--- config.mk ---
export PLATFORM = sky130hd
export DESIGN_NAME = tcr_sensor
export DESIGN_NICKNAME = d
export VERILOG_FILES = /design/src/pkg/tcr_pkg.sv /design/src/logic/tcr_sensor.sv /design/src/logic/tcr_sync.sv
export VERILOG_INCLUDE_DIRS = /design/src /design/src/pkg
export SDC_FILE = /design/constraint.sdc
export NUM_CORES = 1
export LEC_CHECK = 0
export BUFFER_PORTS_ARGS = -buffer_cell sky130_fd_sc_hd__buf_4
export CORE_MARGIN = 1.5
export CORE_UTILIZATION = 44
export DETAILED_ROUTE_END_ITERATION = 16
export SLEW_MARGIN = 10
export SYNTH_ARGS = -nofsm -noshare
export SYNTH_HDL_FRONTEND = slang
export SYNTH_SLANG_ARGS = --single-unit
--- constraint.sdc ---
create_clock -name i_clk_sys -period 5.75 [get_ports i_clk_sys]
set_input_delay 0 -clock i_clk_sys [delete_from_list [all_inputs] [get_ports i_clk_sys]]
set_output_delay 0 -clock i_clk_sys [all_outputs]
set_load 0.01 [all_outputs]
--- src/pkg/tcr_params.svh ---
`ifndef TCR_PARAMS_SVH
`define TCR_PARAMS_SVH
// Functional notes
// - results are 10-bit two's complement codes, one step is 0.25 degC
// - code range spans -128 to +127.75 degC, all codes representable
// - continuous mode starts a new conversion about every 150 ms, stores each result
// - internal timing sequences conversions endlessly until a control write sets shutdown
// - in shutdown no continuous conversions run until shutdown bit is cleared
// - one-shot does exactly one conversion, updates results, then returns to shutdown
// - results double-buffered; serial reads never disturb conversions, always consistent
// - high byte at 02h holds sign in bit 7, integer weights in bits 6..0
// - high-then-low word gives 7d00, 1900, ffc0, c900 for reference temperatures
// - shutdown bit one means shutdown, zero means continuous conversion
// - after power-up the block sits in shutdown until the control register is written

// ****************************************
// register map
// ****************************************
`define TCR_ADDR_CONTROL 7'h00
`define TCR_ADDR_TEMP_LOW 7'h01
`define TCR_ADDR_TEMP_HIGH 7'h02
`define TCR_ADDR_WRITE_BIT 7
`define TCR_CTRL_SHUTDOWN_BIT 0
`define TCR_CTRL_ONESHOT_BIT 4
`define TCR_CTRL_SHUTDOWN_RESET 1'b1
`define TCR_CTRL_ONESHOT_RESET 1'b0
`define TCR_LOW_FILL 6'h00

// ****************************************
// timing
// ****************************************
`define TCR_CLK_MHZ 100
`define TCR_CONV_TIME_MS 150
`define TCR_CONV_CYCLES (`TCR_CONV_TIME_MS * 1000 * `TCR_CLK_MHZ)
`define TCR_BYTE_BITS 4'h8
`endif

--- src/pkg/tcr_pkg.sv ---
package tcr_pkg;
	typedef enum logic [0:0] {
		TCR_IDLE,
		TCR_CONVERT
	} tcr_conv_state_type;

	typedef enum logic [0:0] {
		TCR_PHASE_ADDR,
		TCR_PHASE_DATA
	} tcr_phase_type;
endpackage
--- src/logic/tcr_sensor.sv ---
`timescale 1ns/1ps
`include "tcr_params.svh"
module tcr_sensor #(
	parameter int unsigned P_CONV_CYCLES = `TCR_CONV_CYCLES
) (
	input wire logic i_clk_sys,
	input wire logic i_sys_rst,
	input wire logic [9:0] i_adc_code,
	input wire logic i_ce,
	input wire logic i_sck,
	input wire logic i_sdi,
	output logic o_sdo,
	output logic o_sdo_oe,
	output logic o_converting,
	output logic o_shutdown
);
	// ****************************************
	// pin synchronisers
	// ****************************************
	logic ce_s;
	logic sck_s;
	logic sdi_s;

	tcr_sync u_sync_ce (.i_clk_sys(i_clk_sys), .i_sys_rst(i_sys_rst), .i_async(i_ce), .o_sync(ce_s));
	tcr_sync u_sync_sck (.i_clk_sys(i_clk_sys), .i_sys_rst(i_sys_rst), .i_async(i_sck), .o_sync(sck_s));
	tcr_sync u_sync_sdi (.i_clk_sys(i_clk_sys), .i_sys_rst(i_sys_rst), .i_async(i_sdi), .o_sync(sdi_s));

	logic ce_d_reg;
	logic sck_d_reg;
	logic cp_reg;

	always_ff @(posedge i_clk_sys) begin
		if (i_sys_rst) begin
			ce_d_reg <= 1'b0;
			sck_d_reg <= 1'b0;
		end else begin
			ce_d_reg <= ce_s;
			sck_d_reg <= sck_s;
		end
	end

	wire ce_rise = ce_s & ~ce_d_reg;
	wire sck_rise = ce_s & ce_d_reg & sck_s & ~sck_d_reg;
	wire sck_fall = ce_s & ce_d_reg & ~sck_s & sck_d_reg;
	// idle level seen at select picks the polarity
	wire sample_edge = cp_reg ? sck_rise : sck_fall;
	wire shift_edge = cp_reg ? sck_fall : sck_rise;
	// edges count only once ce has stood a cycle, so a select glitch shifts nothing

	// ****************************************
	// control register
	// ****************************************
	// other control bits are not stored and read back as zero
	logic shutdown_reg;
	logic oneshot_reg;
	logic conv_done;
	logic ctrl_wr;
	logic [7:0] wr_byte;

	always_ff @(posedge i_clk_sys) begin
		if (i_sys_rst) begin
			shutdown_reg <= `TCR_CTRL_SHUTDOWN_RESET;
		end else if (ctrl_wr) begin
			shutdown_reg <= wr_byte[`TCR_CTRL_SHUTDOWN_BIT];
		end
	end

	// a fresh request written in the completing cycle wins over the clear
	always_ff @(posedge i_clk_sys) begin
		if (i_sys_rst) begin
			oneshot_reg <= `TCR_CTRL_ONESHOT_RESET;
		end else if (ctrl_wr) begin
			oneshot_reg <= wr_byte[`TCR_CTRL_ONESHOT_BIT];
		end else if (conv_done) begin
			oneshot_reg <= 1'b0;
		end
	end

	// ****************************************
	// conversion sequencer
	// ****************************************
	// a started conversion always runs to its end, so shutdown never leaves half a result
	tcr_pkg::tcr_conv_state_type state_reg;
	logic [31:0] conv_cnt_reg;
	logic [9:0] result_reg;

	assign conv_done = (state_reg == tcr_pkg::TCR_CONVERT) && (conv_cnt_reg == P_CONV_CYCLES - 1);

	always_ff @(posedge i_clk_sys) begin
		if (i_sys_rst) begin
			state_reg <= tcr_pkg::TCR_IDLE;
			conv_cnt_reg <= 32'h0;
		end else begin
			case (state_reg)
				tcr_pkg::TCR_IDLE: begin
					conv_cnt_reg <= 32'h0;
					if (!shutdown_reg || oneshot_reg) begin
						state_reg <= tcr_pkg::TCR_CONVERT;
					end
				end
				tcr_pkg::TCR_CONVERT: begin
					if (conv_done) begin
						conv_cnt_reg <= 32'h0;
						// back-to-back conversions give the 150 ms period
						if (shutdown_reg) begin
							state_reg <= tcr_pkg::TCR_IDLE;
						end
					end else begin
						conv_cnt_reg <= conv_cnt_reg + 32'h1;
					end
				end
				default: begin
					state_reg <= tcr_pkg::TCR_IDLE;
				end
			endcase
		end
	end

	// result buffer only moves at the end of a conversion
	always_ff @(posedge i_clk_sys) begin
		if (i_sys_rst) begin
			result_reg <= 10'h000;
		end else if (conv_done) begin
			result_reg <= i_adc_code;
		end
	end

	always_ff @(posedge i_clk_sys) begin
		if (i_sys_rst) begin
			o_converting <= 1'b0;
			o_shutdown <= `TCR_CTRL_SHUTDOWN_RESET;
		end else begin
			o_converting <= (state_reg == tcr_pkg::TCR_CONVERT);
			o_shutdown <= shutdown_reg;
		end
	end

	// ****************************************
	// serial port
	// ****************************************
	// snapshot at select keeps a multi-byte read from one conversion
	logic [9:0] snap_reg;
	tcr_pkg::tcr_phase_type phase_reg;
	logic [3:0] bit_cnt_reg;
	logic [7:0] rx_reg;
	logic [7:0] addr_reg;
	logic [7:0] tx_reg;
	logic [7:0] rd_byte;
	logic [6:0] rd_addr;
	logic byte_done;

	wire [7:0] rx_full = {rx_reg[6:0], sdi_s};
	assign byte_done = sample_edge && (bit_cnt_reg == `TCR_BYTE_BITS - 4'h1);
	assign wr_byte = rx_full;
	assign ctrl_wr = byte_done && (phase_reg == tcr_pkg::TCR_PHASE_DATA) && addr_reg[`TCR_ADDR_WRITE_BIT]
		&& (addr_reg[6:0] == `TCR_ADDR_CONTROL);
	// next read address: the one just received, or one below the last sent
	assign rd_addr = (phase_reg == tcr_pkg::TCR_PHASE_ADDR) ? rx_full[6:0]
		: ((addr_reg[6:0] == 7'h00) ? 7'h00 : addr_reg[6:0] - 7'h01);

	always_comb begin
		case (rd_addr)
			`TCR_ADDR_CONTROL: rd_byte = 8'h00 | ({7'h00, oneshot_reg} << `TCR_CTRL_ONESHOT_BIT)
				| ({7'h00, shutdown_reg} << `TCR_CTRL_SHUTDOWN_BIT);
			`TCR_ADDR_TEMP_LOW: rd_byte = {snap_reg[1:0], `TCR_LOW_FILL};
			`TCR_ADDR_TEMP_HIGH: rd_byte = snap_reg[9:2];
			default: rd_byte = 8'h00;
		endcase
	end

	always_ff @(posedge i_clk_sys) begin
		if (i_sys_rst) begin
			snap_reg <= 10'h000;
			cp_reg <= 1'b0;
		end else if (ce_rise) begin
			snap_reg <= result_reg;
			cp_reg <= sck_s;
		end
	end

	always_ff @(posedge i_clk_sys) begin
		if (i_sys_rst || !ce_s) begin
			phase_reg <= tcr_pkg::TCR_PHASE_ADDR;
			bit_cnt_reg <= 4'h0;
			rx_reg <= 8'h00;
			addr_reg <= 8'h00;
		end else if (sample_edge) begin
			rx_reg <= rx_full;
			bit_cnt_reg <= byte_done ? 4'h0 : bit_cnt_reg + 4'h1;
			if (byte_done) begin
				phase_reg <= tcr_pkg::TCR_PHASE_DATA;
				if (phase_reg == tcr_pkg::TCR_PHASE_ADDR) begin
					addr_reg <= rx_full;
				end else if (!addr_reg[`TCR_ADDR_WRITE_BIT]) begin
					addr_reg <= {addr_reg[7], rd_addr};
				end
			end
		end
	end

	// sdo stays high-z until read data shifts, holds last bit until deselect
	// write frames never arm the shifter, so sdo stays released for them
	logic tx_armed_reg;

	always_ff @(posedge i_clk_sys) begin
		if (i_sys_rst || !ce_s) begin
			tx_reg <= 8'h00;
			tx_armed_reg <= 1'b0;
			o_sdo <= 1'b0;
			o_sdo_oe <= 1'b0;
		end else if (byte_done && !addr_reg[`TCR_ADDR_WRITE_BIT]
			&& !(phase_reg == tcr_pkg::TCR_PHASE_ADDR && rx_full[`TCR_ADDR_WRITE_BIT])) begin
			tx_reg <= rd_byte;
			tx_armed_reg <= 1'b1;
		end else if (shift_edge && tx_armed_reg) begin
			o_sdo <= tx_reg[7];
			o_sdo_oe <= 1'b1;
			tx_reg <= {tx_reg[6:0], 1'b0};
		end
	end
endmodule

--- src/logic/tcr_sync.sv ---
`timescale 1ns/1ps
// ****************************************
// two-stage level synchroniser
// ****************************************
module tcr_sync (
	input wire logic i_clk_sys,
	input wire logic i_sys_rst,
	input wire logic i_async,
	output logic o_sync
);
	logic meta_reg;

	// first stage feeds only the second stage
	always_ff @(posedge i_clk_sys) begin
		if (i_sys_rst) begin
			meta_reg <= 1'b0;
			o_sync <= 1'b0;
		end else begin
			meta_reg <= i_async;
			o_sync <= meta_reg;
		end
	end
endmodule

* Yosys cells after proc, flatten, opt, wreduce, memory -nomap -nowiden *
Index checks and enable logic that the tools add are counted.
W data, S select, Z words.

operators by class
  $add $sub $neg = 3
  reduce and logical (&&, ||, !) cells = 22
  mux-type cells = 18
  equality and inequality tests = 5
  bitwise logic cells = 13

operators with widths
  operator                 count
  $pmux W32 S2             1
  $add A32 B1 Y32 const B  1
  $eq A32 B24 Y1 const B   1
  $mux W32                 1
  $mux W8                  4
  $pmux W8 S3              1
  $logic_not A7 Y1         2
  $mux W7                  2
  $logic_and A1 B1 Y1      9
  $eq A7 B1 Y1 const B     1
  $eq A7 B2 Y1 const B     1
  $mux W1                  7
  $sub A7 B1 Y7 const B    1
  $and A1 B1 Y1            6
  $not A1 Y1               6
  $or A5 B1 Y5             1
  $add A4 B1 Y4 const B    1
  $eq A4 B3 Y1 const B     1
  $logic_not A1 Y1         4
  $mux W4                  1
  $reduce_and A2 Y1        2
  $reduce_bool A2 Y1       2
  $reduce_and A3 Y1        1
  $logic_or A1 B1 Y1       2
  other kinds (2)          2

word-level totals
  output and inout port bits = 4
  bits of input ports = 15
  register bits = 97

* Depth between registers and ports, before layout *
  depth after elaboration = 9
  depth in mapped cells = 9
  depth with buffers taken out = 7

* By module *
From an unflattened synthesis, not the netlist that was laid out.

second synthesis, totals
  cells, all modules = 494
  area total of the unflattened synthesis = 4257.8 µm²

modules (own cells, without submodules)
  module      cells each  instances  area an instance (µm²)
  tcr_sensor  482         1          4100.2
  tcr_sync    4           3          52.6

* Least setup slack after synthesis *
No wires, ideal clock.

  path type = flip-flop to flip-flop
  from = register addr_reg[0]
  to = register tx_reg[0]
  path slack = 3.575 ns
  data arrival time = 2.099 ns
  cell stages (with the launch flop) = 10
  required time = 5.675 ns
  cell sequence = dfxtp_1 > clkbuf_1 > inv_1 > ha_1 > clkbuf_1 > or3b_2 > o32ai_1 > o211a_1 > o2111ai_1 > o21ai_0

on the way
  cells in the longest elaborated chain, start to end = 6

ends and longest elaborated chain
  what                                                      line               RTL
  from (decl)                                               tcr_sensor.sv:146  logic [7:0] addr_reg;
  from (signal assigned)                                    tcr_sensor.sv:193  addr_reg <= rx_full;
  from (signal assigned)                                    tcr_sensor.sv:195  addr_reg <= {addr_reg[7], rd_addr};
  $sub A7 B1 Y7 / $logic_not A7 Y1 (equally long branches)  tcr_sensor.sv:159  : ((addr_reg[6:0] == 7'h00) ? 7'h00 : addr_reg[6:0] - 7'h01);
  $mux W7 *                                                 tcr_sensor.sv:159
  $mux W7 *                                                 tcr_sensor.sv:158  assign rd_addr = (phase_reg == tcr_pkg::TCR_PHASE_ADDR) ? rx_full[6:0]
  $eq A7 B2 Y1, or another cell as far along                tcr_sensor.sv:162  case (rd_addr)
  $pmux W8 S3 *                                             tcr_sensor.sv:162
  $mux W8 *                                                 tcr_sensor.sv:211  end else if (byte_done && !addr_reg[`TCR_ADDR_WRITE_BIT]
  to (signal assigned)                                      tcr_sensor.sv:213  tx_reg <= rd_byte;
  to (signal assigned)                                      tcr_sensor.sv:218  tx_reg <= {tx_reg[6:0], 1'b0};
  to (decl)                                                 tcr_sensor.sv:147  logic [7:0] tx_reg;

Every way passes the cells marked *; elsewhere a longest branch is shown, timed or not.
A chain may end at the register's enable or synchronous reset.

* Final worst setup path *
  from = register conv_cnt_reg[0]
  to = register result_reg[5]

on the way
  cells in the longest elaborated chain, start to end = 2

ends and longest elaborated chain
  what                    line               RTL
  from (decl)             tcr_sensor.sv:84   logic [31:0] conv_cnt_reg;
  from (signal assigned)  tcr_sensor.sv:109  conv_cnt_reg <= conv_cnt_reg + 32'h1;
  $eq A32 B24 Y1          tcr_sensor.sv:87   assign conv_done = (state_reg == tcr_pkg::TCR_CONVERT) && (conv_cnt_reg == P_CONV_CYCLES - 1);
  $logic_and A1 B1 Y1     tcr_sensor.sv:87
  to (signal assigned)    tcr_sensor.sv:124  result_reg <= i_adc_code;
  to (decl)               tcr_sensor.sv:85   logic [9:0] result_reg;

No other way between the ends.

==> results.ini <==
[routing]
ant_nets = 0
initialDrtViolationCount = 109
wl_per_cell_um = 13.44
routed_wl_um = 8965
drc_errors = 0
viasPerCell = 5.340
firstDrtPassIters = 4
via_count = 3562

[floorplan]
io_pins = 19
coreArea_mm2 = 0.009328
die_x_um = 101.6
start_util = 0.4588
die_h_um = 101.6
dieArea_mm2 = 0.01033
floorplan.rows = 35

[timing]
slew_headroom = 0.2040
setup_tns_ns = 0
whs_ns = 0.3944
fmaxAchievable_mhz = 342.9
post-route-period-util = 0.5072
hold_viol = 0
finalSetupViolCount = 0
drv_slew = 0
worstMarginPinSlew_ns = 1.194
rsz0062_at_grt = no
clock_skew_ns = 0.01720
post-route-min-period_ns = 2.916

[clock_network]
cts.sinks = 97
cts_resized = 0
cts-root-buf = clkbuf_8
cts_tree = built
cts_htree_levels = 3
cts_max_path_buffers = 2
clk_pin_slew_ns = 0.10
cts_made_buffers = 9
clkLatencyLatePin_ns = 0.37

[cells_and_area]
area_growth_syn_to_layout_pct = 16.08
layout-drive-gt1-share = 0.08364
antenna_cells = 0
nets = 552
largest_register_ff_count = 32
design_area_mm2 = 0.004967

[grt]
grt_remaining_overflow = 0
grt_usage = 0.1894
grt_pass1_wl_um = 15570
antenna_found_initial = 0
grt_max_degree = 35
grt_pass1_vias = 3289

[placed_design]
routabilityCongestion = 0.7805
placed_cell_area_mm2 = 0.004506
portBuffers = 18
hpwl_um = 5980

[logic_synthesis]
synth_seq_cells = 97
synth-edff-count = 0
ys_types = 55
yosys_warnings = 0
seq_area_frac_synth = 0.4538
syn_nets = 520
synthCells = 501
async_flop_share = 0
synth_ff_type = dfxtp_1
synth_area_mm2 = 0.004279
synth.avg_cell_area_um2 = 8.541

[run]
drv_cap = 0

[worst_setup_path]
cp_slowest_cell = or3_1
critPathMaxFanout = 15
cp.required_ns = 6.01
cp_data_arrival_time_ns = 3.18
start_kind = register
r2r_slack_ns = 2.83
crit_path_start = conv_cnt_reg[0]
crit_chain = ha_1 > nand3_1 > or3_1 > mux2i_1 > nor2_1 > dlygate4sd3_1
reg2reg_depth = 6
crit_type = reg2reg
cp-end-kind = register
r2r-end = result_reg[5]
critPathMaxStageDelay_ns = 0.82
worstReg2RegStart = conv_cnt_reg[0]

[worst_hold_path]
whs_path_depth = 3
hold_class = in2reg
min_to = u_sync_sck.meta_reg
worstHoldStart = i_sck

[pwr]
finalPower_mw = 1.173
powerDensity_mw_per_mm2 = 236.1
ir_drop_v = 0.0002256
p_leak_nw = 1.791

[outcome]
status = finished, final reports clean

[stage by stage]
step / utilization / instances / setup slack (ns)
after floorplan: - / 501 / 3.575
after global placement: 0.4830 / 626 / 3.116
after detailed placement: 0.4830 / 626 / 3.025
after CTS: 0.5325 / 667 / 2.840
after global routing: 0.5325 / 667 / 2.630
final: 0.5325 / 667 / 2.834
[cells in the final DEF, fill, tap and decap left out, types with 3 or more instances in the layout]
cell / instances
dfxtp_1: 97
nor2_1: 64
nand2_1: 46
a21oi_1: 39
dlygate4sd3_1: 25
nand3_1: 21
xnor2_1: 21
nor3_1: 19
buf_4: 19
mux2i_1: 17
nor2b_1: 14
inv_1: 13
and3_1: 11
o21ai_0: 11
nor4_1: 10
clkbuf_8: 10
nand4_1: 7
or3_1: 6
xor2_1: 6
a21o_1: 6
nor3b_1: 5
nand3b_1: 5
a22oi_1: 5
o22ai_1: 4
ha_1: 4
and4_1: 3
nand2b_1: 3
or2_2: 3
a211oi_1: 3
[Yosys cell counts, drive strengths merged (6+ instances only)]
| master | count | area [µm²] |
|---|---|---|
| xnor2 | 21 | 183.9 |
| dfxtp | 97 | 1942 |
| nor3 | 19 | 95.09 |
| xor2 | 6 | 52.55 |
| a21o | 6 | 45.04 |
| or3 | 6 | 37.54 |
| nor4 | 10 | 62.56 |
| nor2b | 14 | 87.58 |
| a21oi | 39 | 195.2 |
| and3 | 11 | 68.82 |
| nand3 | 21 | 105.1 |
| inv | 13 | 48.80 |
| nand2 | 46 | 172.7 |
| clkbuf | 19 | 71.32 |
| nor2 | 64 | 240.2 |
| o21ai | 11 | 55.05 |
| nand4 | 7 | 43.79 |
| mux2i | 17 | 170.2 |
[final cells by class]
type / instances / area [µm²]
Clock buffer: 11 / 141.4
Timing Repair Buffer: 44 / 392.9
Multi-Input combinational cell: 368 / 2211
Clock inverter: 5 / 70.07
Sequential cell: 97 / 1942
Tap cell: 129 / 161.4
Fill cell: 873 / 4360
Inverter: 13 / 48.80
[layer usage]
| layer | vias to the layer above | share of wire | global-route usage |
|---|---|---|---|
| li1 | 1825 | - | - |
| met1 | 1674 | 0.51 | 0.2592 |
| met2 | 53 | 0.45 | 0.2938 |
| met3 | 10 | 0.029 | 0.04141 |
| met4 | 0 | 0.014 | 0.06838 |
| met5 | - | 0 | 0 |
[worst max-delay path: cells and delay by family, from the launching register on]
kind | cells | cell delay [ns]
fa+ha+maj | 1 | 0.26
simple gates | 3 | 1.29
flops | 1 | 0.42
buf+inv | 1 | 0.57
mux | 1 | 0.26
[worst max-delay path by stage]
stage / end / slack (ns) / cells past startpoint
finish: result_reg[5] / 2.83 / 6
floorplan: tx_reg[0] / 3.58 / 9
global route: result_reg[5] / 2.63 / 6
detailed placement: conv_cnt_reg[31] / 3.03 / 5
CTS: result_reg[5] / 2.84 / 6
global placement: conv_cnt_reg[31] / 3.12 / 5
[kinds of logic (layout without fill, tap and decap cells)]
group                    Yosys count  count (layout)  synth area share
flip-flops                        97              97            0.4538
multiplexers                      19              19           0.04503
adder cells (fa/ha/maj)            4               4           0.01170
AO/OA/AOI/OAI                     89              89            0.1316
AND/OR/NAND/NOR                  229             229            0.2699
buffers and inverters             36              73           0.03275
XOR/XNOR                          27              27           0.05526
[where the power goes]
group | internal, mW | switching [mW] | leakage [nW] | total (mW)
combinational | 0.0163 | 0.0117 | 0.901 | 0.0280
clock | 0.222 | 0.247 | 0.108 | 0.469
sequential | 0.674 | 0.00205 | 0.782 | 0.676
[timing repair]
action                                 4_1_cts  5_1_grt
setup buffers                                0        0
endpoints found under the hold margin       15        0
hold buffers                                25        0
Power figures use the tool's default switching activity.
